**src/common/adcp_consts.svh**
```systemverilog
// Constants for the parallel conversion port: offsets, fields, timing.
// Assumes inclusion by bare name from the package and the design files.
`ifndef ADCP_CONSTS_SVH
`define ADCP_CONSTS_SVH

// Register byte offsets on the APB
`define ADCP_OFF_CTRL     12'h000
`define ADCP_OFF_STATUS   12'h004
`define ADCP_OFF_RESULT   12'h008
`define ADCP_OFF_IRQ_STAT 12'h00C
`define ADCP_OFF_IRQ_MASK 12'h010

// Field positions
`define ADCP_CTRL_EN      0
`define ADCP_ST_BUSY      0
`define ADCP_ST_FIRST     1
`define ADCP_ST_DRIVE     2
`define ADCP_IRQ_DONE     0
`define ADCP_IRQ_OVR      1
`define ADCP_IRQ_W        2

// Reset values
`define ADCP_CTRL_RST     1'h1
`define ADCP_MASK_RST     2'h0
`define ADCP_RES_RST      16'h0000

// Result layout
`define ADCP_RES_W        16
`define ADCP_HALF         8

// Timing
`define ADCP_CLK_NS       4
`define ADCP_BUSY_MAX_NS  83
`define ADCP_BUSY_MAX_CYC (`ADCP_BUSY_MAX_NS / `ADCP_CLK_NS)
`define ADCP_SYNC_CYC     2
`define ADCP_CONV_NS      4000
`define ADCP_CONV_CYC     (`ADCP_CONV_NS / `ADCP_CLK_NS)

`endif

```
**src/common/adcp_pkg.sv**
```systemverilog
// Types shared by the parallel conversion port design files.
// Assumes adcp_consts.svh is on the include path.
`include "adcp_consts.svh"

package adcp_pkg;

  // Conversion sequencer states
  typedef enum logic [1:0] {
    ST_IDLE,
    ST_CONV,
    ST_STORE,
    ST_SHOW
  } adcp_state_e;

  // Control pins as seen after synchronising
  typedef struct packed {
    logic sel_n;
    logic read_conv;
    logic half_swap;
  } adcp_pins_s;

endpackage

```
**src/adcp_result_reg.sv**
```systemverilog
// Output result register of the conversion port.
// Assumes a single clock and an active-low asynchronous reset.
`timescale 1ns/1ps
`include "adcp_consts.svh"

module adcp_result_reg
  import adcp_pkg::*;
#(
  parameter int W = `ADCP_RES_W
) (
  input  wire logic         i_sys_clk,
  input  wire logic         i_reset_n,
  input  wire logic         i_wr_en,
  input  wire logic [W-1:0] i_wr_data,
  output logic      [W-1:0] o_rd_data
);

  // Latch a finished result, read data straight from the flop
  always_ff @(posedge i_sys_clk or negedge i_reset_n) begin
    if (!i_reset_n) begin
      o_rd_data <= `ADCP_RES_RST;
    end else if (i_wr_en) begin
      o_rd_data <= i_wr_data;
    end
  end

endmodule // adcp_result_reg

```
**src/adcp_port.sv**
```systemverilog
// Conversion control and parallel result port of a 16-bit sampling ADC.
// Assumes host pins are asynchronous; the quantiser code is on i_sys_clk.
//
// Overview of operation
// Result is a 16-bit word, bit 15 most significant, bit 0 least.
// Data pins float while select is high or read/convert is low.
// Half-swap high exchanges the upper and lower 8 result bits.
// With select low, read/convert falling holds the sample and converts.
// With select low, read/convert rising enables the data pins.
// Select and read/convert are ORed; select falling converts if R/C low.
// With read/convert high, select falling enables the data pins.
// Busy goes low at start, stays low until result is latched.
// Result is valid on the pins when busy returns high.
// Host may latch the result on the rising edge of busy.
// Host holds select and read/convert low together at least 50 ns.
// Busy falls less than 83 ns after a conversion starts.
// Results are coded in two's complement.
// First result after power-up is indeterminate; host discards it.
// Host never requests a conversion while busy is low; the testbench does once, which sets the overrun flag.
`timescale 1ns/1ps
`include "adcp_consts.svh"

module adcp_port
  import adcp_pkg::*;
#(
  parameter int CONV_CYCLES = `ADCP_CONV_CYC,
  parameter int AW          = 12
) (
  input  wire logic            i_sys_clk,
  input  wire logic            i_reset_n,
  // Host pins
  input  wire logic            i_sel_n,
  input  wire logic            i_read_conv,
  input  wire logic            i_half_swap,
  output logic                 o_busy_n,
  output logic [15:0]          o_data_q,
  output logic [15:0]          o_data_oe_n,
  // Offset-binary code from the quantiser
  input  wire logic [15:0]     i_sample_code,
  // APB slave
  input  wire logic            i_psel,
  input  wire logic            i_penable,
  input  wire logic            i_pwrite,
  input  wire logic [AW-1:0]   i_paddr,
  input  wire logic [31:0]     i_pwdata,
  output logic [31:0]          o_prdata,
  output logic                 o_pready,
  output logic                 o_pslverr,
  output logic                 o_irq
);

  localparam int CW = $clog2(CONV_CYCLES + 1);
  localparam int W  = `ADCP_RES_W;
  localparam int H  = `ADCP_HALF;
  localparam int IW = `ADCP_IRQ_W;
  localparam logic [CW-1:0] CONV_LAST = CW'(CONV_CYCLES - 1);

  adcp_pins_s  sync1_q;
  adcp_pins_s  sync2_q;
  logic        comb_prev_q;
  adcp_state_e state_q;
  adcp_state_e state_d;
  logic [CW-1:0] cnt_q;
  logic [W-1:0]  hold_q;
  logic        busy_n_q;
  logic        first_q;
  logic        en_q;
  logic [IW-1:0] stat_q;
  logic [IW-1:0] mask_q;
  logic [31:0] prdata_q;
  logic [15:0] data_q;
  logic [15:0] oe_n_q;
  logic [W-1:0] res_q;

  // Two-flop synchroniser on the host pins
  always_ff @(posedge i_sys_clk or negedge i_reset_n) begin
    if (!i_reset_n) begin
      sync1_q <= '1;
      sync2_q <= '1;
    end else begin
      sync1_q <= '{i_sel_n, i_read_conv, i_half_swap};
      sync2_q <= sync1_q;
    end
  end

  // Pin decode after synchronising
  wire sel_s  = sync2_q.sel_n;
  wire rc_s   = sync2_q.read_conv;
  wire swap_s = sync2_q.half_swap;
  wire comb_s = sel_s | rc_s;
  wire drive  = ~sel_s & rc_s;

  // Previous level of the ORed start line
  always_ff @(posedge i_sys_clk or negedge i_reset_n) begin
    if (!i_reset_n) begin
      comb_prev_q <= 1'b1;
    end else begin
      comb_prev_q <= comb_s;
    end
  end

  // Start request: ORed line falls, from either pin
  wire start_req = comb_prev_q & ~comb_s;
  wire idle      = (state_q == ST_IDLE);
  wire start_ok  = start_req & idle & en_q;
  wire overrun   = start_req & ~idle;
  wire cnt_end   = (cnt_q == '0);
  wire res_we    = (state_q == ST_STORE);
  wire done_evt  = (state_q == ST_SHOW);

  // Offset binary to two's complement by flipping the sign bit
  wire [W-1:0] conv_word = {~hold_q[W-1], hold_q[W-2:0]};

  // Sequencer next state
  always_comb begin
    state_d = state_q;
    case (state_q)
      ST_IDLE: begin
        if (start_ok) begin
          state_d = ST_CONV;
        end
      end
      ST_CONV: begin
        if (cnt_end) begin
          state_d = ST_STORE;
        end
      end
      ST_STORE: begin
        state_d = ST_SHOW;
      end
      ST_SHOW: begin
        state_d = ST_IDLE;
      end
      default: begin
        state_d = ST_IDLE;
      end
    endcase
  end

  // Sequencer state
  always_ff @(posedge i_sys_clk or negedge i_reset_n) begin
    if (!i_reset_n) begin
      state_q <= ST_IDLE;
    end else begin
      state_q <= state_d;
    end
  end

  // Conversion timer and sample hold
  always_ff @(posedge i_sys_clk or negedge i_reset_n) begin
    if (!i_reset_n) begin
      cnt_q  <= '0;
      hold_q <= '0;
    end else if (start_ok) begin
      cnt_q  <= CONV_LAST;
      hold_q <= i_sample_code;
    end else if (!cnt_end) begin
      cnt_q  <= cnt_q - 1'b1;
    end
  end

  // Busy low from start until the shown result reaches the pins
  always_ff @(posedge i_sys_clk or negedge i_reset_n) begin
    if (!i_reset_n) begin
      busy_n_q <= 1'b1;
    end else if (start_ok) begin
      busy_n_q <= 1'b0;
    end else if (done_evt) begin
      busy_n_q <= 1'b1;
    end
  end

  // Flags the first conversion after reset; clears as its result is shown
  always_ff @(posedge i_sys_clk or negedge i_reset_n) begin
    if (!i_reset_n) begin
      first_q <= 1'b1;
    end else if (done_evt) begin
      first_q <= 1'b0;
    end
  end

  // Output result register
  adcp_result_reg #(
    .W (W)
  ) u_result (
    .i_sys_clk (i_sys_clk),
    .i_reset_n (i_reset_n),
    .i_wr_en   (res_we),
    .i_wr_data (conv_word),
    .o_rd_data (res_q)
  );

  // Pin order, natural or with halves exchanged
  logic [15:0] pin_word;
  genvar gi;
  generate
    for (gi = 0; gi < W; gi++) begin : g_pin
      assign pin_word[gi] = swap_s ? res_q[(gi + H) % W] : res_q[gi];
    end
  endgenerate

  // Data pins and their enables from flops
  always_ff @(posedge i_sys_clk or negedge i_reset_n) begin
    if (!i_reset_n) begin
      data_q <= '0;
      oe_n_q <= '1;
    end else begin
      data_q <= pin_word;
      oe_n_q <= {W{~drive}};
    end
  end

  assign o_busy_n    = busy_n_q;
  assign o_data_q    = data_q;
  assign o_data_oe_n = oe_n_q;

  // APB decode
  wire setup    = i_psel & ~i_penable;
  wire access   = i_psel & i_penable;
  wire hit_ctrl = (i_paddr == `ADCP_OFF_CTRL);
  wire hit_stat = (i_paddr == `ADCP_OFF_STATUS);
  wire hit_res  = (i_paddr == `ADCP_OFF_RESULT);
  wire hit_ist  = (i_paddr == `ADCP_OFF_IRQ_STAT);
  wire hit_imk  = (i_paddr == `ADCP_OFF_IRQ_MASK);
  wire mapped   = hit_ctrl | hit_stat | hit_res | hit_ist | hit_imk;
  wire wr_ctrl  = access & i_pwrite & hit_ctrl;
  wire wr_ist   = access & i_pwrite & hit_ist;
  wire wr_imk   = access & i_pwrite & hit_imk;

  // Status word of the sequencer
  wire [31:0] status_w = {29'h0000_0000, drive, first_q, ~busy_n_q};

  // Read selection
  wire [31:0] rd_mux =
    hit_ctrl ? {31'h0000_0000, en_q} :
    hit_stat ? status_w :
    hit_res  ? {16'h0000, res_q} :
    hit_ist  ? {{(32-IW){1'b0}}, stat_q} :
    hit_imk  ? {{(32-IW){1'b0}}, mask_q} :
    32'h0000_0000;

  // Read data captured in the setup phase
  always_ff @(posedge i_sys_clk or negedge i_reset_n) begin
    if (!i_reset_n) begin
      prdata_q <= '0;
    end else if (setup & ~i_pwrite) begin
      prdata_q <= rd_mux;
    end
  end

  assign o_prdata  = prdata_q;
  assign o_pready  = 1'b1;
  assign o_pslverr = access & ~mapped;

  // Control and mask registers
  always_ff @(posedge i_sys_clk or negedge i_reset_n) begin
    if (!i_reset_n) begin
      en_q   <= `ADCP_CTRL_RST;
      mask_q <= `ADCP_MASK_RST;
    end else begin
      if (wr_ctrl) begin
        en_q <= i_pwdata[`ADCP_CTRL_EN];
      end
      if (wr_imk) begin
        mask_q <= i_pwdata[IW-1:0];
      end
    end
  end

  // Sticky events, write one to clear, a new event wins
  wire [IW-1:0] evt = {overrun, done_evt};
  wire [IW-1:0] clr = wr_ist ? i_pwdata[IW-1:0] : '0;

  always_ff @(posedge i_sys_clk or negedge i_reset_n) begin
    if (!i_reset_n) begin
      stat_q <= '0;
    end else begin
      stat_q <= (stat_q & ~clr) | evt;
    end
  end

  assign o_irq = |(stat_q & mask_q);

  localparam int BUSY_CYC = `ADCP_BUSY_MAX_CYC - `ADCP_SYNC_CYC;
  wire [15:0] res_swapped = {res_q[H-1:0], res_q[W-1:H]};
  wire [15:0] pin_expect  = swap_s ? res_swapped : res_q;
  wire sign_ok = (res_q[W-1] == ~hold_q[W-1]);
endmodule // adcp_port

```
**config.mk**
```make
export PLATFORM = sky130hd
export DESIGN_NAME = adcp_port
export DESIGN_NICKNAME = d
export VERILOG_FILES = /design/src/common/adcp_pkg.sv /design/src/adcp_result_reg.sv /design/src/adcp_port.sv
export VERILOG_INCLUDE_DIRS = /design/src /design/src/common
export SDC_FILE = /design/constraint.sdc
export NUM_CORES = 1
export LEC_CHECK = 0
export BUFFER_PORTS_ARGS = -buffer_cell sky130_fd_sc_hd__buf_2
export CORE_MARGIN = 3
export CORE_UTILIZATION = 47
export CTS_BUF_LIST = sky130_fd_sc_hd__clkbuf_4
export CTS_CLUSTER_SIZE = 40
export DETAILED_ROUTE_END_ITERATION = 12
export GPL_TIMING_DRIVEN = 0
export PLACE_DENSITY_LB_ADDON = 0.05
export SYNTH_ARGS = -nofsm -noshare
export SYNTH_HDL_FRONTEND = slang
export SYNTH_SLANG_ARGS = --single-unit
```
**constraint.sdc**
```tcl
create_clock -name i_sys_clk -period 1.73 [get_ports i_sys_clk]
set_clock_uncertainty 0.05 [all_clocks]
set_input_delay 0.0865 -clock i_sys_clk [delete_from_list [all_inputs] [get_ports i_sys_clk]]
set_output_delay 0.0865 -clock i_sys_clk [all_outputs]
set_load 0.1 [all_outputs]
```
* Word level (Yosys, flattened, before mapping)
Cells that the tools add are included.
** Operators by class
- Reduce and logical (&&, ||, !) cells :: 6
- Magnitude comparators :: 0
- Shift-type cells :: 0
- Div/mod/pow operators :: 0
- $add $sub $neg :: 1
- Equality and inequality tests :: 10
- Multipliers :: 0
- Bitwise gates (word level) :: 31
- Multiplexer cells :: 29
** Operators by type and width (count)
- $mux W16 :: 3
- $eq A12 B4 Y1 const B :: 2
- $mux W10 :: 2
- $mux W1 :: 18
- $and A1 B1 Y1 :: 13
- $eq A12 B3 Y1 const B :: 1
- $eq A12 B5 Y1 const B :: 1
- $logic_not A12 Y1 :: 1
- $logic_not A10 Y1 :: 1
- $mux W2 :: 5
- $sub A10 B1 Y10 const B :: 1
- $not A1 Y1 :: 9
- $pmux W2 S4 :: 1
- $or A1 B1 Y1 :: 5
- $and A2 B2 Y2 :: 2
- $eq A2 B2 Y1 const B :: 2
- $ne A2 B2 Y1 const B :: 2
- $eq A2 B1 Y1 const B :: 1
- $logic_not A2 Y1 :: 1
- $ne A2 B1 Y1 const B :: 1
- $not A2 Y2 :: 1
- $or A2 B2 Y2 :: 1
- $reduce_and A2 Y1 :: 1
- $reduce_bool A2 Y1 :: 1
- $reduce_or A2 Y1 :: 1
** Storage, ports and cells
- Bits of input ports :: 68
- RAM bits :: 0
- Memories :: 0
- Logic and storage cells :: 96
- Memory bits (read-only) :: 0
- Output and inout port bits :: 68
- Flip-flop bits (word level) :: 107
- Latch bits :: 0

* Longest topological paths before layout
- Word-level depth :: 7
- Gate-level depth with buffers :: 6
- Mapped depth without buffers :: 6

* Hierarchy
Synthesis repeated with hierarchy kept, for this count alone.
** Unflattened totals
- Cells, all modules :: 309
- Area, all modules :: 4081.4 um2
** Modules (own cells, without submodules)
- adcp_port :: area an instance 3432.0 um2, times used 1, cells each 275, sequential area each 1890.6 um2
- adcp_result_reg :: area an instance 649.4 um2, times used 1, cells each 34, sequential area each 400.4 um2

* Worst setup path before layout
No wires, ideal clock.
- Path kind :: input to output
- Start point :: in i_paddr[3]
- End point :: out o_pslverr
- Stages :: 3
- Setup slack :: -0.353 ns
- Required time :: 1.593 ns
- Arrival time :: 1.947 ns
- Buffers on the path :: 1
- Cell sequence :: clkbuf_1 -> o21ai_0 -> a21oi_1
** On the way
- Cells in the longest elaborated chain, start to end :: 7
- Elaborated cells on any way between the ends :: 11
- Classes of those cells :: eq/ne: 4; bitwise: 6; reduce/logical: 1
** RTL lines
- start, declared :: line adcp_port.sv:44 : input wire logic [AW-1:0] i_paddr,
- $eq A12 B3 Y1 (no line) / $logic_not A12 Y1 (equally long branches)
- $or A1 B1 Y1 (3 in a row) :: line adcp_port.sv:225 : wire mapped = hit_ctrl | hit_stat | hit_res | hit_ist | hit_imk;
- $or A1 B1 Y1 * :: line adcp_port.sv:225
- $not A1 Y1 * :: line adcp_port.sv:253 : assign o_pslverr = access & ~mapped;
- $and A1 B1 Y1 * :: line adcp_port.sv:253
- end, declared :: line adcp_port.sv:48 : output logic o_pslverr,
Every way passes the cells marked *; elsewhere a longest branch is shown, timed or not.

* Final worst setup path
- Start point :: reg cnt_q[1]
- End point :: reg state_q[1]
** On the way
- Cells in the longest elaborated chain, start to end :: 3
** RTL lines
- start, declared :: line adcp_port.sv:63 : logic [CW-1:0] cnt_q;
- start signal, assigned :: line adcp_port.sv:158 : cnt_q <= cnt_q - 1'b1;
- $logic_not A10 Y1 :: line adcp_port.sv:107 : wire cnt_end = (cnt_q == '0);
- $ne A2 B2 Y1 (no line)
- $reduce_and A2 Y1 (no line)
- end signal, assigned :: line adcp_port.sv:145 : state_q <= state_d;
- end, declared :: line adcp_port.sv:61 : adcp_state_e state_q;
Every way passes these cells.
A chain may end at the register's enable or synchronous reset.

==> impl_metrics.csv <==
group,metric,value,unit
outcome,run_status,"finished clean",
layout,multi_input_area,1460,µm²
sta,finalSetupViolations,0,
global_routing,grt_remaining_overflow,0,
global_routing,grt_use_met3,0.0386,
synth,netlist_instances,340,
worst_hold_path,hp-start,"i_psel",
global_routing,grt_first_pass_wirelength,13900,µm
synth,yosysWarnings,0,
synth,syn_area,3990,µm²
layout,drive_gt1_frac,0.430,
sta,tightest_slew,520,ps
cts,clock_sinks,91,
route,dr.pass1.iters,4,
floorplan,dieArea,9620,µm²
layout,ff_latch_area,2300,µm²
power,p_switching,1.88,mW
global_routing,grt_use_total,0.179,
synth,synth_cell_types,45,
cts,path_clk_slew,140,ps
sta,post-route-period-util,0.985,
synth,ys.flop_type,"dfrtp_1",
route,via_count,2824,
layout,layout_common_cells,"79 x dfrtp_1, 72 x buf_2, 60 x nand2_1",
global_routing,grt_max_degree,54,
cts,htreeDepth,3,
synth,yosysTopAreaCellShare,0.502,
floorplan,ioPinCount,136,
floorplan,core-area,7970,µm²
global_routing,busiest_layer,"met2",
critical_path,worst-r2r-cell-count,6,
floorplan,initial_core_util,0.500,
sta,rsz0062_at_grt,"true",
critical_path,cp-start-kind,"flip-flop",
sta,relSlewSlack,0.653,
layout,final_common_cell,"dfrtp_1",
sta,min_period,1700,ps
floorplan,rows,32,
global_routing,grt_pass1_vias,2775,
worst_hold_path,holdPathEnd,"stat_q[0]",
synth,seq_area_frac_synth,0.575,
synth,synthTopCellsByArea,"dfrtp_1 50%, mux2_2 8.5%, dfstp_2 7.3%",
placed_design,dp_slack,-213,ps
sta,drv_slew,0,
floorplan,die_h,98.1,µm
synth,async_flop_share,1.00,
placed_design,dp_hpwl,5970,µm
run,maxCapViolCount,0,
route,drc_errors,0,
critical_path,worst_r2r_endpoint,"state_q[1]",
power,p_per_area,1010,nW/µm²
route,post_drt_via_cell_ratio,4.75,
sta,fin_setup_tns,0,ps
synth,synth-edff-count,0,
route,drtAntennaViolNets,0,
power,irDropWorstVdd,0.728,mV
cts,cts_tree,"yes",
global_routing,met2_usage,0.275,
worst_hold_path,worst_hold_path_type,"in -> reg",
power,p_seq_frac,0.472,
global_routing,antenna_found_initial,0,
critical_path,crit_path_start,"cnt_q[1]",
floorplan,die_w,98.1,µm
power,power_frac_comb,0.297,
route,drt_iter0_markers,94,
cts,clock_path_buffers,2,
cts,cts-buffers-inserted,9,
sta,worst_slack,26.4,ps
critical_path,r2r_start,"cnt_q[1]",
placed_design,place.gp.congestion,0.770,
power,pwr-share-clk,0.231,
route,wire_per_inst,14.1,µm
synth,ys_seq_elements,91,
critical_path,r2r_slack,30,ps
critical_path,critPathMaxFanout,4,
route,wl,8400,µm
critical_path,critPathKind,"reg -> reg",
sta,finalHoldViolations,0,
layout,area_delta_synth_final,31.6,%
synth,yosys.area.top_type,"dfrtp_1",
layout,num_antenna_cells,0,
critical_path,cp.required,2010,ps
power,total_power,5.29,mW
layout,nFillCells,648,
critical_path,worstPathArrival,1980,ps
critical_path,end_kind,"flip-flop",
synth,syn_avg_cell_area,11.7,µm²
sta,max_freq,0.587,GHz
power,switching_share,0.354,
cts,clkLatencyLatePin,440,ps
worst_hold_path,holdPathStages,4,
placed_design,port_buffers,86,
global_routing,grt_use_met1,0.256,
power,leakage,2.38,nW
power,intPower,3.42,mW
layout,nets,561,
cts,cts-root-buf,"clkbuf_4",
layer usage:
metal | part of all wire | wire length (µm)
met2 | 0.45 | 3820
met3 | 0.058 | 485
met1 | 0.48 | 4000
met5 | 0 | 0
met4 | 0.011 | 94
registers in the layout, indices dropped and copies added, names as in the netlist, 2 cells and up:
name,flops
cnt_q,10
stat_q,2
state_q,2
sync1_q,3
hold_q,16
o_prdata,16
mask_q,2
o_data_q,16
u_result.o_rd_data,16
worst max-delay path: stages (launching register included):
cell and delay (ps):
dfrtp_1 430, inv_2 100, ha_4 160, nor3b_4 210, nand3_2 120, a22o_1 250
mux2_4 300
logic make-up (layout without fill, tap and decap cells):
kind of cell	after synthesis	in the layout	synth area share
AOI/OAI and AO/OA	41	41	0.0747
muxes	37	37	0.108
DFF	91	91	0.575
and+or+nand+nor	107	107	0.135
adders and majority gates	5	5	0.0157
xor gates and xnor gates	3	3	0.00659
buffers and inverters	54	192	0.0838
other	2	17	0.00188
worst max path at each step:
stage / slack, ps / end
floorplan: 60 / state_q[1]
global placement: -280 / cnt_q[4]
detailed placement: -210 / u_result.o_rd_data[11]
CTS: -2 / cnt_q[7]
global route: -40 / state_q[1]
finish: 30 / state_q[1]
synth_stat cells (5+ instances only):
cell type  number
dfrtp_1        80
nand2_1        60
buf_4          32
mux2_2         30
a22o_1         16
dfstp_2        11
clkbuf_1        9
nor2_1          9
inv_1           8
nor3_1          7
a21oi_1         6
ha_1            5
nand2b_1        5
nand3_1         5
per-stage QoR:
step	hold slack [ps]	util	instance area (µm²)	cells
floorplan	-259	-	4050	355
global placement	141	0.579	4610	543
detailed placement	50.3	0.583	4640	544
CTS	23.5	0.644	5130	588
global route	44.4	0.658	5250	595
finish	45.3	0.658	5250	595
what timing repair did:
action / CTS / global route
resized for setup: 21 / 23
hold endpoints to repair: 97 / 0
pin swaps: 1 / 2
setup buffers: 3 / 7
endpoints found under the setup margin: 39 / 45
gates cloned: 0 / 0
hold buffers: 27 / 0
power by group through the flow:
| stage | logic [mW] | clock network, mW | registers, mW |
|---|---|---|---|
| CTS | 1.47 | 1.26 | 2.50 |
| finish | 1.57 | 1.22 | 2.50 |
| global placement | 1.32 | 0 | 2.52 |
| floorplan | 1.04 | 0 | 2.55 |
| global route | 1.70 | 1.35 | 2.53 |
| detailed placement | 1.36 | 0 | 2.53 |
cell type report:
type                       count  area share
clock inverter                 7      0.0155
tap                          102      0.0243
timing repair buffer         124       0.167
clock buffer                   9      0.0129
sequential                    91       0.438
buffer                        43      0.0575
multi-input combinational    210       0.279
inverter                       9     0.00644
No activity file was read; power rests on OpenSTA's default activity.
